==> src/hdl/spc_pkg.sv <==
// Constants and carrier types for the serial port strap and power configuration block.
// Assumes one clock and a synchronous, active-high reset that is held while the straps settle.
// Notes on behaviour
// - One width strap per group 0,2,4,6.
// - Strap 0 four-lane port, 1 four single-lane.
// - Width override field beats the width strap.
// - Primary power-down straps exist for 2,4,6 only.
// - Four-lane primary power-down governs lanes A-D.
// - Single-lane secondaries powered by own controls.
// - Secondaries of primary x are x+1,x+8,x+9.
// - Single-lane, all four down: transceiver block down.
// - Primary control 0 up, 1 down.
// - Secondary straps ports 1,3,5,7-15; 1 means down.
// - Four-lane secondaries idle, may be powered down.
// - Wide power-down field overrides primary strap.
// - Narrow power-down field overrides secondary straps.
// - Strap pins drive out only in test mode.
// - Single-lane lanes A,B,C,D serve x,x+1,x+8,x+9.
package spc_pkg;

   // Number of MAC groups, of secondary ports in each one, and of ports in all.
   localparam int SPC_GROUPS = 4;
   localparam int SPC_SEC_PER_GROUP = 3;
   localparam int SPC_PORTS = 16;

   // Offsets from a group's primary port to its secondaries, lanes B, C and D in that order.
   localparam int SPC_SEC_OFS_B = 1;
   localparam int SPC_SEC_OFS_C = 8;
   localparam int SPC_SEC_OFS_D = 9;

   // Primary port number of group g is g times this stride: 0, 2, 4, 6.
   localparam int SPC_PRI_STRIDE = 2;

   // Group 0 has no primary power-down strap; its field comes out of reset at this level.
   localparam logic SPC_PORT0_PD_RST = 1'h0;

   // Resolved outputs while reset is held: every lane and block down, no port active.
   localparam logic [3:0] SPC_SINGLE_RST = 4'h0;
   localparam logic [15:0] SPC_LANE_PD_RST = 16'hffff;
   localparam logic [3:0] SPC_SERDES_PD_RST = 4'hf;
   localparam logic [15:0] SPC_PORT_PD_RST = 16'h0000;
   localparam logic [15:0] SPC_ACTIVE_RST = 16'h0000;

   // Width strap encoding.
   localparam logic SPC_WIDTH_FOUR_LANE = 1'h0;
   localparam logic SPC_WIDTH_SINGLE_LANE = 1'h1;

   // Power-down control encoding.
   localparam logic SPC_PD_UP = 1'h0;
   localparam logic SPC_PD_DOWN = 1'h1;

   // Lane positions inside a group's transceiver block.
   localparam int SPC_LANE_A = 0;
   localparam int SPC_LANE_B = 1;
   localparam int SPC_LANE_C = 2;
   localparam int SPC_LANE_D = 3;

   // Effective configuration of one group.
   typedef struct packed {
      logic single_lane;          // 1 when the group runs four single-lane ports.
      logic pri_pd;               // Primary port power-down control.
      logic [2:0] sec_pd;         // Secondary power-down controls, lanes B, C, D.
   } spc_grp_cfg_s;

   // Resolved power state of one group.
   typedef struct packed {
      logic [3:0] lane_pd;        // Per-lane power-down, lane A in bit 0.
      logic block_pd;             // Whole transceiver block powered down.
      logic pri_pd;               // Primary port powered down.
      logic [2:0] sec_pd;         // Secondary ports powered down.
      logic [2:0] sec_active;     // Secondary ports that may carry traffic.
   } spc_grp_stat_s;

endpackage

==> src/hdl/spc_group.sv <==
// Power resolution for one MAC group of four serial ports.
// Assumes the caller hands in the already overridden controls of the group.
`timescale 1ns/10ps
module spc_group
   import spc_pkg::*;
(
   input wire spc_grp_cfg_s cfg,
   output spc_grp_stat_s stat
);

   // True when every port of the group asks to be powered down.
   wire all_down;
   // Secondary lane controls as they reach lanes B, C and D.
   wire [2:0] sec_lane_pd;

   assign all_down = cfg.pri_pd & (&cfg.sec_pd);

   // In four-lane mode the primary control drives every lane together.
   // In single-lane mode lanes B, C, D follow their own secondary ports.
   assign sec_lane_pd = cfg.single_lane ? cfg.sec_pd : {3{cfg.pri_pd}};
   assign stat.lane_pd = {sec_lane_pd, cfg.pri_pd};

   // The block only shuts down when it no longer serves any lane.
   assign stat.block_pd = cfg.single_lane ? all_down : cfg.pri_pd;

   // Primary port state follows its control directly.
   assign stat.pri_pd = cfg.pri_pd;

   // Secondaries honour their controls in either mode, so an idle one can be shut down.
   assign stat.sec_pd = cfg.sec_pd;

   // Secondaries carry traffic only in single-lane mode and while powered.
   assign stat.sec_active = cfg.single_lane ? ~cfg.sec_pd : 3'h0;

endmodule // spc_group

==> src/hdl/spc_strap_cfg.sv <==
// Top of the serial port strap and power configuration block.
// Straps are sampled at reset release; override fields are plain ports written by a strobe.
// Assumes straps are stable and synchronous to clock while rst is high.
// Limitation: the group count is fixed at four by the port widths.
`timescale 1ns/10ps
module spc_strap_cfg
   import spc_pkg::*;
#(
   parameter int GROUPS = SPC_GROUPS
)
(
   input wire logic clock,
   input wire logic rst,
   // Width strap pins, one per group, input side.
   input wire logic [3:0] group_width_strap_in,
   // Width strap pins, output side and enable, test mode only.
   output logic [3:0] group_width_strap_out,
   output logic [3:0] group_width_strap_oe,
   // Primary power-down strap pins for ports 2, 4, 6; bit g-1 serves group g.
   input wire logic [2:0] primary_port_powerdown_strap_in,
   output logic [2:0] primary_port_powerdown_strap_out,
   output logic [2:0] primary_port_powerdown_strap_oe,
   // Secondary power-down strap pins; bit g*3+k is lane B, C, D of group g.
   input wire logic [11:0] secondary_port_powerdown_strap_in,
   output logic [11:0] secondary_port_powerdown_strap_out,
   output logic [11:0] secondary_port_powerdown_strap_oe,
   // Test mode and the levels driven onto the strap pins while in it.
   input wire logic test_mode,
   input wire logic [3:0] test_width_drive,
   input wire logic [2:0] test_primary_drive,
   input wire logic [11:0] test_secondary_drive,
   // Override field writes.
   input wire logic group_width_override_wr,
   input wire logic [3:0] group_width_override_wdata,
   input wire logic wide_port_powerdown_override_wr,
   input wire logic [3:0] wide_port_powerdown_override_wdata,
   input wire logic narrow_port_powerdown_override_wr,
   input wire logic [11:0] narrow_port_powerdown_override_wdata,
   // Override field read-back.
   output logic [3:0] group_width_override,
   output logic [3:0] wide_port_powerdown_override,
   output logic [11:0] narrow_port_powerdown_override,
   // Raw strap levels caught at reset release.
   output logic [3:0] sampled_at_power_up_width,
   output logic [15:0] sampled_at_power_up_powerdown,
   // Resolved state towards the MAC and the transceivers.
   output logic [3:0] group_single_lane,
   output logic [15:0] lane_powerdown,
   output logic [3:0] serdes_powerdown,
   output logic [15:0] primary_port_powerdown,
   output logic [15:0] secondary_port_powerdown,
   output logic [15:0] port_active
);

   // Override fields.
   logic [3:0] width_ovr_ff;
   logic [3:0] wide_pd_ovr_ff;
   logic [11:0] narrow_pd_ovr_ff;
   // Raw strap captures: width per group, power-down per port number.
   logic [3:0] smp_width_ff;
   logic [15:0] smp_pd_ff;
   // Registered resolved outputs.
   logic [3:0] single_ff;
   logic [15:0] lane_pd_ff;
   logic [3:0] serdes_pd_ff;
   logic [15:0] pri_pd_ff;
   logic [15:0] sec_pd_ff;
   logic [15:0] active_ff;
   // Next values of the resolved outputs.
   logic [15:0] nxt_lane_pd;
   logic [3:0] nxt_serdes_pd;
   logic [15:0] nxt_pri_pd;
   logic [15:0] nxt_sec_pd;
   logic [15:0] nxt_active;
   // Straps rearranged per port number.
   logic [15:0] strap_pd_by_port;
   // Primary strap of each group, group 0 taking the fixed default.
   wire [3:0] pri_strap = {primary_port_powerdown_strap_in, SPC_PORT0_PD_RST};

   // Strap pins only drive while the test mode is active.
   // Outside test mode the drivers are off and the levels forced low, so a board
   // tie-off never fights the device and the idle output stays at a known value.
   assign group_width_strap_oe = {4{test_mode}};
   assign primary_port_powerdown_strap_oe = {3{test_mode}};
   assign secondary_port_powerdown_strap_oe = {12{test_mode}};
   assign group_width_strap_out = test_mode ? test_width_drive : 4'h0;
   assign primary_port_powerdown_strap_out = test_mode ? test_primary_drive : 3'h0;
   assign secondary_port_powerdown_strap_out = test_mode ? test_secondary_drive : 12'h0;

   // Spread the strap bits onto port numbers; port 0 carries no strap of its own.
   always_comb begin
      // Default every port to powered up, then fill in the strapped ones.
      strap_pd_by_port = 16'h0000;
      for (int g = 0; g < SPC_GROUPS; g++) begin
         // Primary port of the group, then its three secondaries on lanes B, C and D.
         strap_pd_by_port[g * SPC_PRI_STRIDE] = pri_strap[g];
         strap_pd_by_port[g * SPC_PRI_STRIDE + SPC_SEC_OFS_B] = secondary_port_powerdown_strap_in[g * 3];
         strap_pd_by_port[g * SPC_PRI_STRIDE + SPC_SEC_OFS_C] = secondary_port_powerdown_strap_in[g * 3 + 1];
         strap_pd_by_port[g * SPC_PRI_STRIDE + SPC_SEC_OFS_D] = secondary_port_powerdown_strap_in[g * 3 + 2];
      end
   end

   // Straps are followed throughout reset and frozen on release, so the board
   // only needs them steady around the release edge.
   // A strap that glitches at that last edge is caught as it is; there is no filtering.
   always_ff @(posedge clock) begin
      if (rst) begin
         // Reset edge: track the pins, the last such edge wins.
         smp_width_ff <= group_width_strap_in;
         smp_pd_ff <= strap_pd_by_port;
      end
      // Out of reset the captures hold, so later strap changes are ignored.
   end

   // Width field: defaults to the strap, a write replaces it.
   always_ff @(posedge clock) begin
      if (rst) begin
         // Reset: the strap level becomes the field default.
         width_ovr_ff <= group_width_strap_in;
      end else if (group_width_override_wr) begin
         // A write replaces the whole field at once.
         width_ovr_ff <= group_width_override_wdata;
      end
   end

   // Wide power-down field stands in for the primary straps.
   always_ff @(posedge clock) begin
      if (rst) begin
         // Reset: the primary straps become the field default.
         wide_pd_ovr_ff <= pri_strap;
      end else if (wide_port_powerdown_override_wr) begin
         // A write replaces the whole field at once.
         wide_pd_ovr_ff <= wide_port_powerdown_override_wdata;
      end
   end

   // Narrow power-down field stands in for the secondary straps.
   always_ff @(posedge clock) begin
      if (rst) begin
         // Reset: the secondary straps become the field default.
         narrow_pd_ovr_ff <= secondary_port_powerdown_strap_in;
      end else if (narrow_port_powerdown_override_wr) begin
         // A write replaces the whole field at once.
         narrow_pd_ovr_ff <= narrow_port_powerdown_override_wdata;
      end
   end

   // One resolver per group; the resolved state is only taken from the fields,
   // never from the pins, so software always has the last word.
   spc_grp_stat_s grp_stat [GROUPS]; // Per-group result, one entry per resolver.
   for (genvar g = 0; g < GROUPS; g++) begin : g_grp
      // Controls of this group as the fields currently hold them.
      spc_grp_cfg_s cfg;
      assign cfg.single_lane = (width_ovr_ff[g] == SPC_WIDTH_SINGLE_LANE);
      assign cfg.pri_pd = wide_pd_ovr_ff[g];
      assign cfg.sec_pd = narrow_pd_ovr_ff[g * 3 +: 3];
      spc_group u_group (
         .cfg(cfg),
         .stat(grp_stat[g])
      );
   end

   // Map each group's result back onto port and lane numbers.
   always_comb begin
      nxt_lane_pd = 16'h0000;
      nxt_serdes_pd = 4'h0;
      nxt_pri_pd = 16'h0000;
      nxt_sec_pd = 16'h0000;
      nxt_active = 16'h0000;
      for (int g = 0; g < GROUPS; g++) begin
         // Lanes and block of this group's transceiver.
         nxt_lane_pd[g * 4 +: 4] = grp_stat[g].lane_pd;
         nxt_serdes_pd[g] = grp_stat[g].block_pd;
         nxt_pri_pd[g * SPC_PRI_STRIDE] = grp_stat[g].pri_pd;
         // A primary carries traffic whenever it is powered.
         nxt_active[g * SPC_PRI_STRIDE] = ~grp_stat[g].pri_pd;
         // Secondary ports sit at offsets 1, 8 and 9 from the primary.
         nxt_sec_pd[g * SPC_PRI_STRIDE + SPC_SEC_OFS_B] = grp_stat[g].sec_pd[0];
         nxt_sec_pd[g * SPC_PRI_STRIDE + SPC_SEC_OFS_C] = grp_stat[g].sec_pd[1];
         nxt_sec_pd[g * SPC_PRI_STRIDE + SPC_SEC_OFS_D] = grp_stat[g].sec_pd[2];
         nxt_active[g * SPC_PRI_STRIDE + SPC_SEC_OFS_B] = grp_stat[g].sec_active[0];
         nxt_active[g * SPC_PRI_STRIDE + SPC_SEC_OFS_C] = grp_stat[g].sec_active[1];
         nxt_active[g * SPC_PRI_STRIDE + SPC_SEC_OFS_D] = grp_stat[g].sec_active[2];
      end
   end

   // Resolved outputs are registered; during reset every lane and block is held powered down
   // so no lane wakes before the straps have been caught.
   always_ff @(posedge clock) begin
      if (rst) begin
         // Reset: every lane and block down, no port may carry traffic.
         single_ff <= SPC_SINGLE_RST;
         lane_pd_ff <= SPC_LANE_PD_RST;
         serdes_pd_ff <= SPC_SERDES_PD_RST;
         pri_pd_ff <= SPC_PORT_PD_RST;
         sec_pd_ff <= SPC_PORT_PD_RST;
         active_ff <= SPC_ACTIVE_RST;
      end else begin
         // Running: take the resolved state one cycle behind the fields.
         single_ff <= width_ovr_ff;
         lane_pd_ff <= nxt_lane_pd;
         serdes_pd_ff <= nxt_serdes_pd;
         pri_pd_ff <= nxt_pri_pd;
         sec_pd_ff <= nxt_sec_pd;
         active_ff <= nxt_active;
      end
   end

   // Read-back and status.
   // These are plain wires off the registers, so they add no delay of their own.
   assign group_width_override = width_ovr_ff;
   assign wide_port_powerdown_override = wide_pd_ovr_ff;
   assign narrow_port_powerdown_override = narrow_pd_ovr_ff;
   assign sampled_at_power_up_width = smp_width_ff;
   assign sampled_at_power_up_powerdown = smp_pd_ff;
   assign group_single_lane = single_ff;
   assign lane_powerdown = lane_pd_ff;
   assign serdes_powerdown = serdes_pd_ff;
   assign primary_port_powerdown = pri_pd_ff;
   assign secondary_port_powerdown = sec_pd_ff;
   assign port_active = active_ff;

endmodule // spc_strap_cfg

==> config.mk <==
export PLATFORM = sky130hd
export DESIGN_NAME = spc_strap_cfg
export DESIGN_NICKNAME = d
export VERILOG_FILES = /design/src/hdl/spc_pkg.sv /design/src/hdl/spc_group.sv /design/src/hdl/spc_strap_cfg.sv
export SDC_FILE = /design/constraint.sdc
export NUM_CORES = 1
export LEC_CHECK = 0
export BUFFER_PORTS_ARGS = -buffer_cell sky130_fd_sc_hd__buf_2
export CELL_PAD_IN_SITES_DETAIL_PLACEMENT = 1
export CELL_PAD_IN_SITES_GLOBAL_PLACEMENT = 1
export CORE_MARGIN = 2
export CORE_UTILIZATION = 33
export CTS_BUF_LIST = sky130_fd_sc_hd__clkbuf_8
export DETAILED_ROUTE_END_ITERATION = 8
export PLACE_DENSITY = 0.9
export SLEW_MARGIN = 20
export SYNTH_ARGS = -nofsm -noshare
export SYNTH_HDL_FRONTEND = slang
export SYNTH_HIERARCHICAL = 1
export SYNTH_SLANG_ARGS = --single-unit
==> constraint.sdc <==
create_clock -name clock -period 1.77 [get_ports clock]
set_input_delay 0.4425 -clock clock [delete_from_list [all_inputs] [get_ports clock]]
set_output_delay 0.4425 -clock clock [all_outputs]
set_load 0.02 [all_outputs]
==> impl_metrics.tcl, run 1 <==
set metrics [dict create \
    num_vias 2627 \
    grt_overflow 0 \
    clock_skew_ns 0.0101 \
    fmax_mhz 610 \
    critPathLaunchType "flip-flop" \
    drc 0 \
    post_cts_buffers 0 \
    r2r-start "group_width_override[1]" \
    routedWlPerCell_um 15.6 \
    die_width_um 111 \
    io_buffers 196 \
    synth_seq_cells 95 \
    holdCritPathClass "primary input to flip-flop" \
    area.growth.synth_to_final_pct 25.6 \
    cts_tree "done" \
    finalCriticalPeriod_ns 1.64 \
    met2_usage_pct 29.7 \
    hold_viol_final 0 \
    cp_num_buf_inv 1 \
    worstSetupEndpointType "output port" \
    grt_max_degree 39 \
    maxCapViolations 0 \
    drt-pass1-iter-count 4 \
    crit_family "flip-flops" \
    dieArea_um2 12200 \
    holdWs_ns 0.272 \
    ant_nets 0 \
    place_ws_ns 0.149 \
    p_per_area_nw_per_um2 1020 \
    run_status "completed" \
    drive_gt1_share_pct 53.2 \
    antenna_found_initial 0 \
    use_met3_pct 3.79 \
    leakagePower_nw 2.32 \
    grt_pass1_wl_um 14600 \
    syn_area_per_cell_um2 12.1 \
    first_iter_violations 62 \
    crit_slowest_cell "edfxtp_1" \
    clk-insertion-delay-late_ns 0.35 \
    rsz0062_at_grt "false" \
    arrival_ns 1.20 \
    core_area_um2 10900 \
    totalWireLength_um 9630 \
    final_util_pct 43.0 \
    cts-root-buf "clkbuf_8" \
    ctsHtreeMaxLevel 3 \
    hold_start "secondary_port_powerdown_strap_in[11]" \
    synth-warning-count 6 \
    yosysTopAreaCell "dfxtp_1" \
    ios 214 \
    place_hpwl_um 7690 \
    gr-usage-met1_pct 16.4 \
    finalSetupTns_ns 0 \
    viasPerCell 4.26 \
    fin_nets 536 \
    initial_utilization_pct 34.2 \
    setup_violations 0 \
    min_period_over_period_pct 92.7 \
    cts_resized 0 \
    synthDominantCellAreaShare_pct 30.5 \
    grt_pass1_vias 2670 \
    diodes 0 \
    required_ns 1.33 \
    critical_path_class "flip-flop to output port" \
    holdBufCountCts 0 \
    power_mw 4.80 \
    layout_setup_ws_ns 0.130 \
    grt-busiest-layer "met2" \
    placementRows 38 \
    path_cells "buf_2" \
    fp.dieH_um 111 \
    max_stage_delay_ns 0.59 \
    cts_buffer_depth 2 \
    cts_buffers 9 \
    synthTopCellsByArea "dfxtp_1 30%, edfxtp_1 30%, buf_4 11%, nor2b_1 6.2%, mux2_2 4.8%" \
    clock-sinks 95 \
    slew_viol_final 0 \
    critPathMaxFanout 9 \
    synth_area_um2 3740 \
    fillers 1273 \
    ir_drop_uv 431 \
    routabilityCongestion 0.751 \
    clkTransAtPathRegs_ns 0.09 \
    yosysUniqueCellTypes 18 \
    critPathLaunch "group_width_override[1]" \
    yosysSeqAreaShare_pct 60.9 \
    grtUsageTotal_pct 15.6 \
    synthCells 310 \
]
-- metal layers --
layer | vias up | routed length (µm)
li1 | 1244 | -
met4 | 0 | 140
met3 | 10 | 644
met5 | - | 0
met1 | 1223 | 3640
met2 | 150 | 5210
-- cell usage in the layout, fill, tap and decap left out, types with 3 or more instances in the layout --
cell      instances
or2_2            21
edfxtp_1         38
nand2b_4          4
dfxtp_1          57
and2b_1           8
clkbuf_8         10
nor2b_1          37
conb_1           17
nor2_1            5
a22o_1            3
inv_1             4
and2_1           19
buf_2           195
mux2_2           16
nand4_1           4
buf_4             4
nand2_1          28
-- worst paths after layout --
path / to / slack, ns / cells after the start
setup / recovery: group_width_override[1] / 0.13 / 1
hold / removal: sampled_at_power_up_powerdown[15] / 0.27 / 1
setup reg to reg: lane_powerdown[7] / 0.50 / 3
hold reg to reg: port_active[0] / 0.55 / 1
-- synth_stat cells --
cell type and n:
mux2_2 16, nor2_1 5, edfxtp_1 38, nand2b_4 4
nand4_1 4, nor2b_1 37, a22o_1 3, dfxtp_1 57
and2b_1 8, or2_2 21, conb_1 1, nand2_1 28
mux2i_1 1, buf_6 3, buf_4 57, and2_1 19
clkbuf_1 6, or2_1 2
-- through the flow --
step | instance area (µm²) | instances
after CTS | 4700 | 616
after detailed placement | 4540 | 601
after global routing | 4700 | 616
after global placement | 4540 | 601
after floorplan | 3800 | 326
final | 4700 | 616
-- logic make-up (layout without fill, tap and decap cells) --
kind of cell | after synthesis | count (layout) | synth area share [%]
buffers and inverters | 66 | 216 | 12.9
and+or+nand+nor | 128 | 128 | 20.2
muxes | 17 | 17 | 5.08
DFF | 95 | 95 | 60.9
AOI/OAI and AO/OA | 3 | 3 | 0.702
other | 1 | 17 | 0.100
-- sequential cells by signal, summed over array words and instances, names as in the netlist --
register                        cells
lane_powerdown                     16
port_active                        16
sampled_at_power_up_powerdown      15
narrow_port_powerdown_override     12
secondary_port_powerdown           12
group_single_lane                   4
group_width_override                4
primary_port_powerdown              4
sampled_at_power_up_width           4
serdes_powerdown                    4
wide_port_powerdown_override        4
-- power by group --
| group | internal [mW] | total (mW) | leakage (nW) | switching (mW) |
|---|---|---|---|---|
| logic | 0.369 | 0.952 | 1.37 | 0.583 |
| registers | 2.48 | 2.61 | 0.855 | 0.131 |
| clock network | 0.523 | 1.23 | 0.0934 | 0.707 |
-- layout make-up --
type	instances	area (µm²)	area share [%]
Clock buffer	10	138	2.93
Multi-Input combinational cell	165	1040	22.1
Tap cell	140	175	3.73
Sequential cell	95	2280	48.5
Clock inverter	5	22.5	0.479
Timing Repair Buffer	201	1050	22.2
Power figures use the tool's default switching activity.
==> run 2: changes to the inputs <==
==> constraint.sdc (replaced) <==
create_clock -name clock -period 1.77 [get_ports clock]
set_input_delay 0 -clock clock [delete_from_list [all_inputs] [get_ports clock]]
set_output_delay 0 -clock clock [all_outputs]
set_load 0.02 [all_outputs]
==> run 2 against run 1 <==
Against the previous run:
- count of clock-buffer cells in the layout grew 2
- setup slack improved by 0.29 ns
- utilization increased by 3.8 points
- first-iteration DRC count rose by 52%
- register-to-register slack got worse by 0.08 ns
- wire length grew 10%
- critical path type is now flip-flop to flip-flop
- critical endpoint is now wide_port_powerdown_override[0]
- largest cell class unchanged
- highest routed layer unchanged
==> impl_metrics.tcl, run 2 (synthesis results as in run 1) <==
set metrics [dict create \
    clkTransAtPathRegs_ns 0.09 \
    layout_setup_ws_ns 0.417 \
    placementRows 38 \
    holdWs_ns 0.0659 \
    critPathLaunchType "flip-flop" \
    cts_resized 0 \
    place_hpwl_um 7960 \
    fillers 1243 \
    finalSetupTns_ns 0 \
    slew_viol_final 0 \
    routabilityCongestion 0.748 \
    internal-power_mw 3.52 \
    finalCriticalPeriod_ns 1.35 \
    p_per_area_nw_per_um2 976 \
    cts_buffer_depth 2 \
    viasPerCell 4.25 \
    ios 214 \
    most-common-layout-cells "195 x buf_2, 57 x dfxtp_1, 40 x dlygate4sd3_1" \
    critical_path_class "flip-flop to flip-flop" \
    area.growth.synth_to_final_pct 36.6 \
    hold_path_depth 2 \
    p_sw_mw 1.47 \
    critPathMaxFanout 7 \
    place_ws_ns 0.520 \
    path_cells "mux2i_1, dlygate4sd3_1, nor2_1" \
    run_status "completed" \
    cts-root-buf "clkbuf_8" \
    core_area_um2 10900 \
    drt-pass1-iter-count 4 \
    p_seq_share_pct 52.5 \
    switching_share_pct 29.4 \
    cts_buffers 9 \
    grt_pass1_vias 3057 \
    fp.dieH_um 111 \
    drive_gt1_share_pct 49.6 \
    holdCritPathClass "primary input to flip-flop" \
    rsz0062_at_grt "false" \
    io_buffers 196 \
    r2r_end "wide_port_powerdown_override[0]" \
    cts_tree "done" \
    final_common_cell "buf_2" \
    num_vias 2803 \
    holdBufCountCts 40 \
    power_mw 4.99 \
    grt_pass1_wl_um 16300 \
    routedWlPerCell_um 16.1 \
    clk-insertion-delay-late_ns 0.36 \
    r2r-start "wide_port_powerdown_override[0]" \
    hold_start "rst" \
    max_stage_delay_ns 0.57 \
    hold_viol_final 0 \
    dieArea_um2 12200 \
    rrSetupSlack_ns 0.42 \
    reg2reg_depth 3 \
    maxCapViolations 0 \
    combPwrFrac_pct 20.6 \
    finalInstanceArea_um2 5110 \
    ir_drop_uv 429 \
    critPathLaunch "wide_port_powerdown_override[0]" \
    grt_max_degree 39 \
    fmax_mhz 739 \
    worstSetupEndpointType "flip-flop" \
    leakagePower_nw 2.49 \
    initial_utilization_pct 34.2 \
    clock-sinks 95 \
    required_ns 2.06 \
    crit_slowest_cell "dlygate4sd3_1" \
    fin_nets 577 \
    drc 0 \
    ant_nets 0 \
    grtUsageTotal_pct 17.4 \
    placed_area_um2 4520 \
    totalWireLength_um 10600 \
    holdPathEnd "secondary_port_powerdown[7]" \
    first_iter_violations 94 \
    setup_violations 0 \
    min_period_over_period_pct 76.4 \
    grt_overflow 0 \
    ctsHtreeMaxLevel 3 \
    post_cts_buffers 0 \
    antenna_found_initial 1 \
    arrival_ns 1.64 \
    clock_skew_ns 0.00908 \
    die_width_um 111 \
    power_frac_clock_pct 27.0 \
]
[run 2: cell types whose count changed in the layout (fill, tap and decap cells not counted)]
cell and delta:
buf_12 -2, inv_1 -2, dlygate4sd3_1 +40, diode_2 +1, buf_4 +3, clkbuf_8 +2
inv_4 +1
[run 2: worst max path at each step]
stage / to / cells past startpoint
floorplan: lane_powerdown[10] / 3
global placement: serdes_powerdown[1] / 3
detailed placement: group_width_override[0] / 3
CTS: wide_port_powerdown_override[0] / 3
global route: wide_port_powerdown_override[0] / 3
finish: wide_port_powerdown_override[0] / 3
[run 2: final cells by class]
cell class / instances / area, µm² / share of cell area [%]
Antenna cell: 1 / 2.50 / 0.0489
Sequential cell: 95 / 2280 / 44.6
Tap cell: 140 / 175 / 3.43
Clock buffer: 12 / 165 / 3.23
Clock inverter: 4 / 21.3 / 0.416
Multi-Input combinational cell: 165 / 1040 / 20.3
Timing Repair Buffer: 242 / 1430 / 27.9
[run 2: worst max-delay path, delay by kind of cell, from the launching register on]
family | cells | cell delay (ns)
buffers and inverters | 1 | 0.57
flip-flops | 1 | 0.52
multiplexers | 1 | 0.11
AND/OR/NAND/NOR | 1 | 0.09
[run 2: layer usage]
metal	GRT usage, %	up-vias	share of wire, %
met4	9.25	0	3.0
met2	32.6	156	52
met3	4.28	17	6.8
li1	-	1331	-
met5	0	-	0
met1	17.6	1299	38
[run 2: metrics by stage]
step | util (%) | std cells
after detailed placement | 41.4 | 602
after CTS | 46.7 | 658
after floorplan | - | 326
after global placement | 41.4 | 602
final | 46.8 | 659
after global routing | 46.8 | 659
[run 2: power groups by stage]
stage / combinational, mW / sequential [mW] / clock [mW]
2_1_floorplan: 0.448 / 2.88 / 0
3_3_place_gp: 0.934 / 2.66 / 0
3_5_place_dp: 0.962 / 2.67 / 0
4_1_cts: 1.03 / 2.62 / 1.40
5_1_grt: 1.10 / 2.64 / 1.48
6_report: 1.03 / 2.62 / 1.35
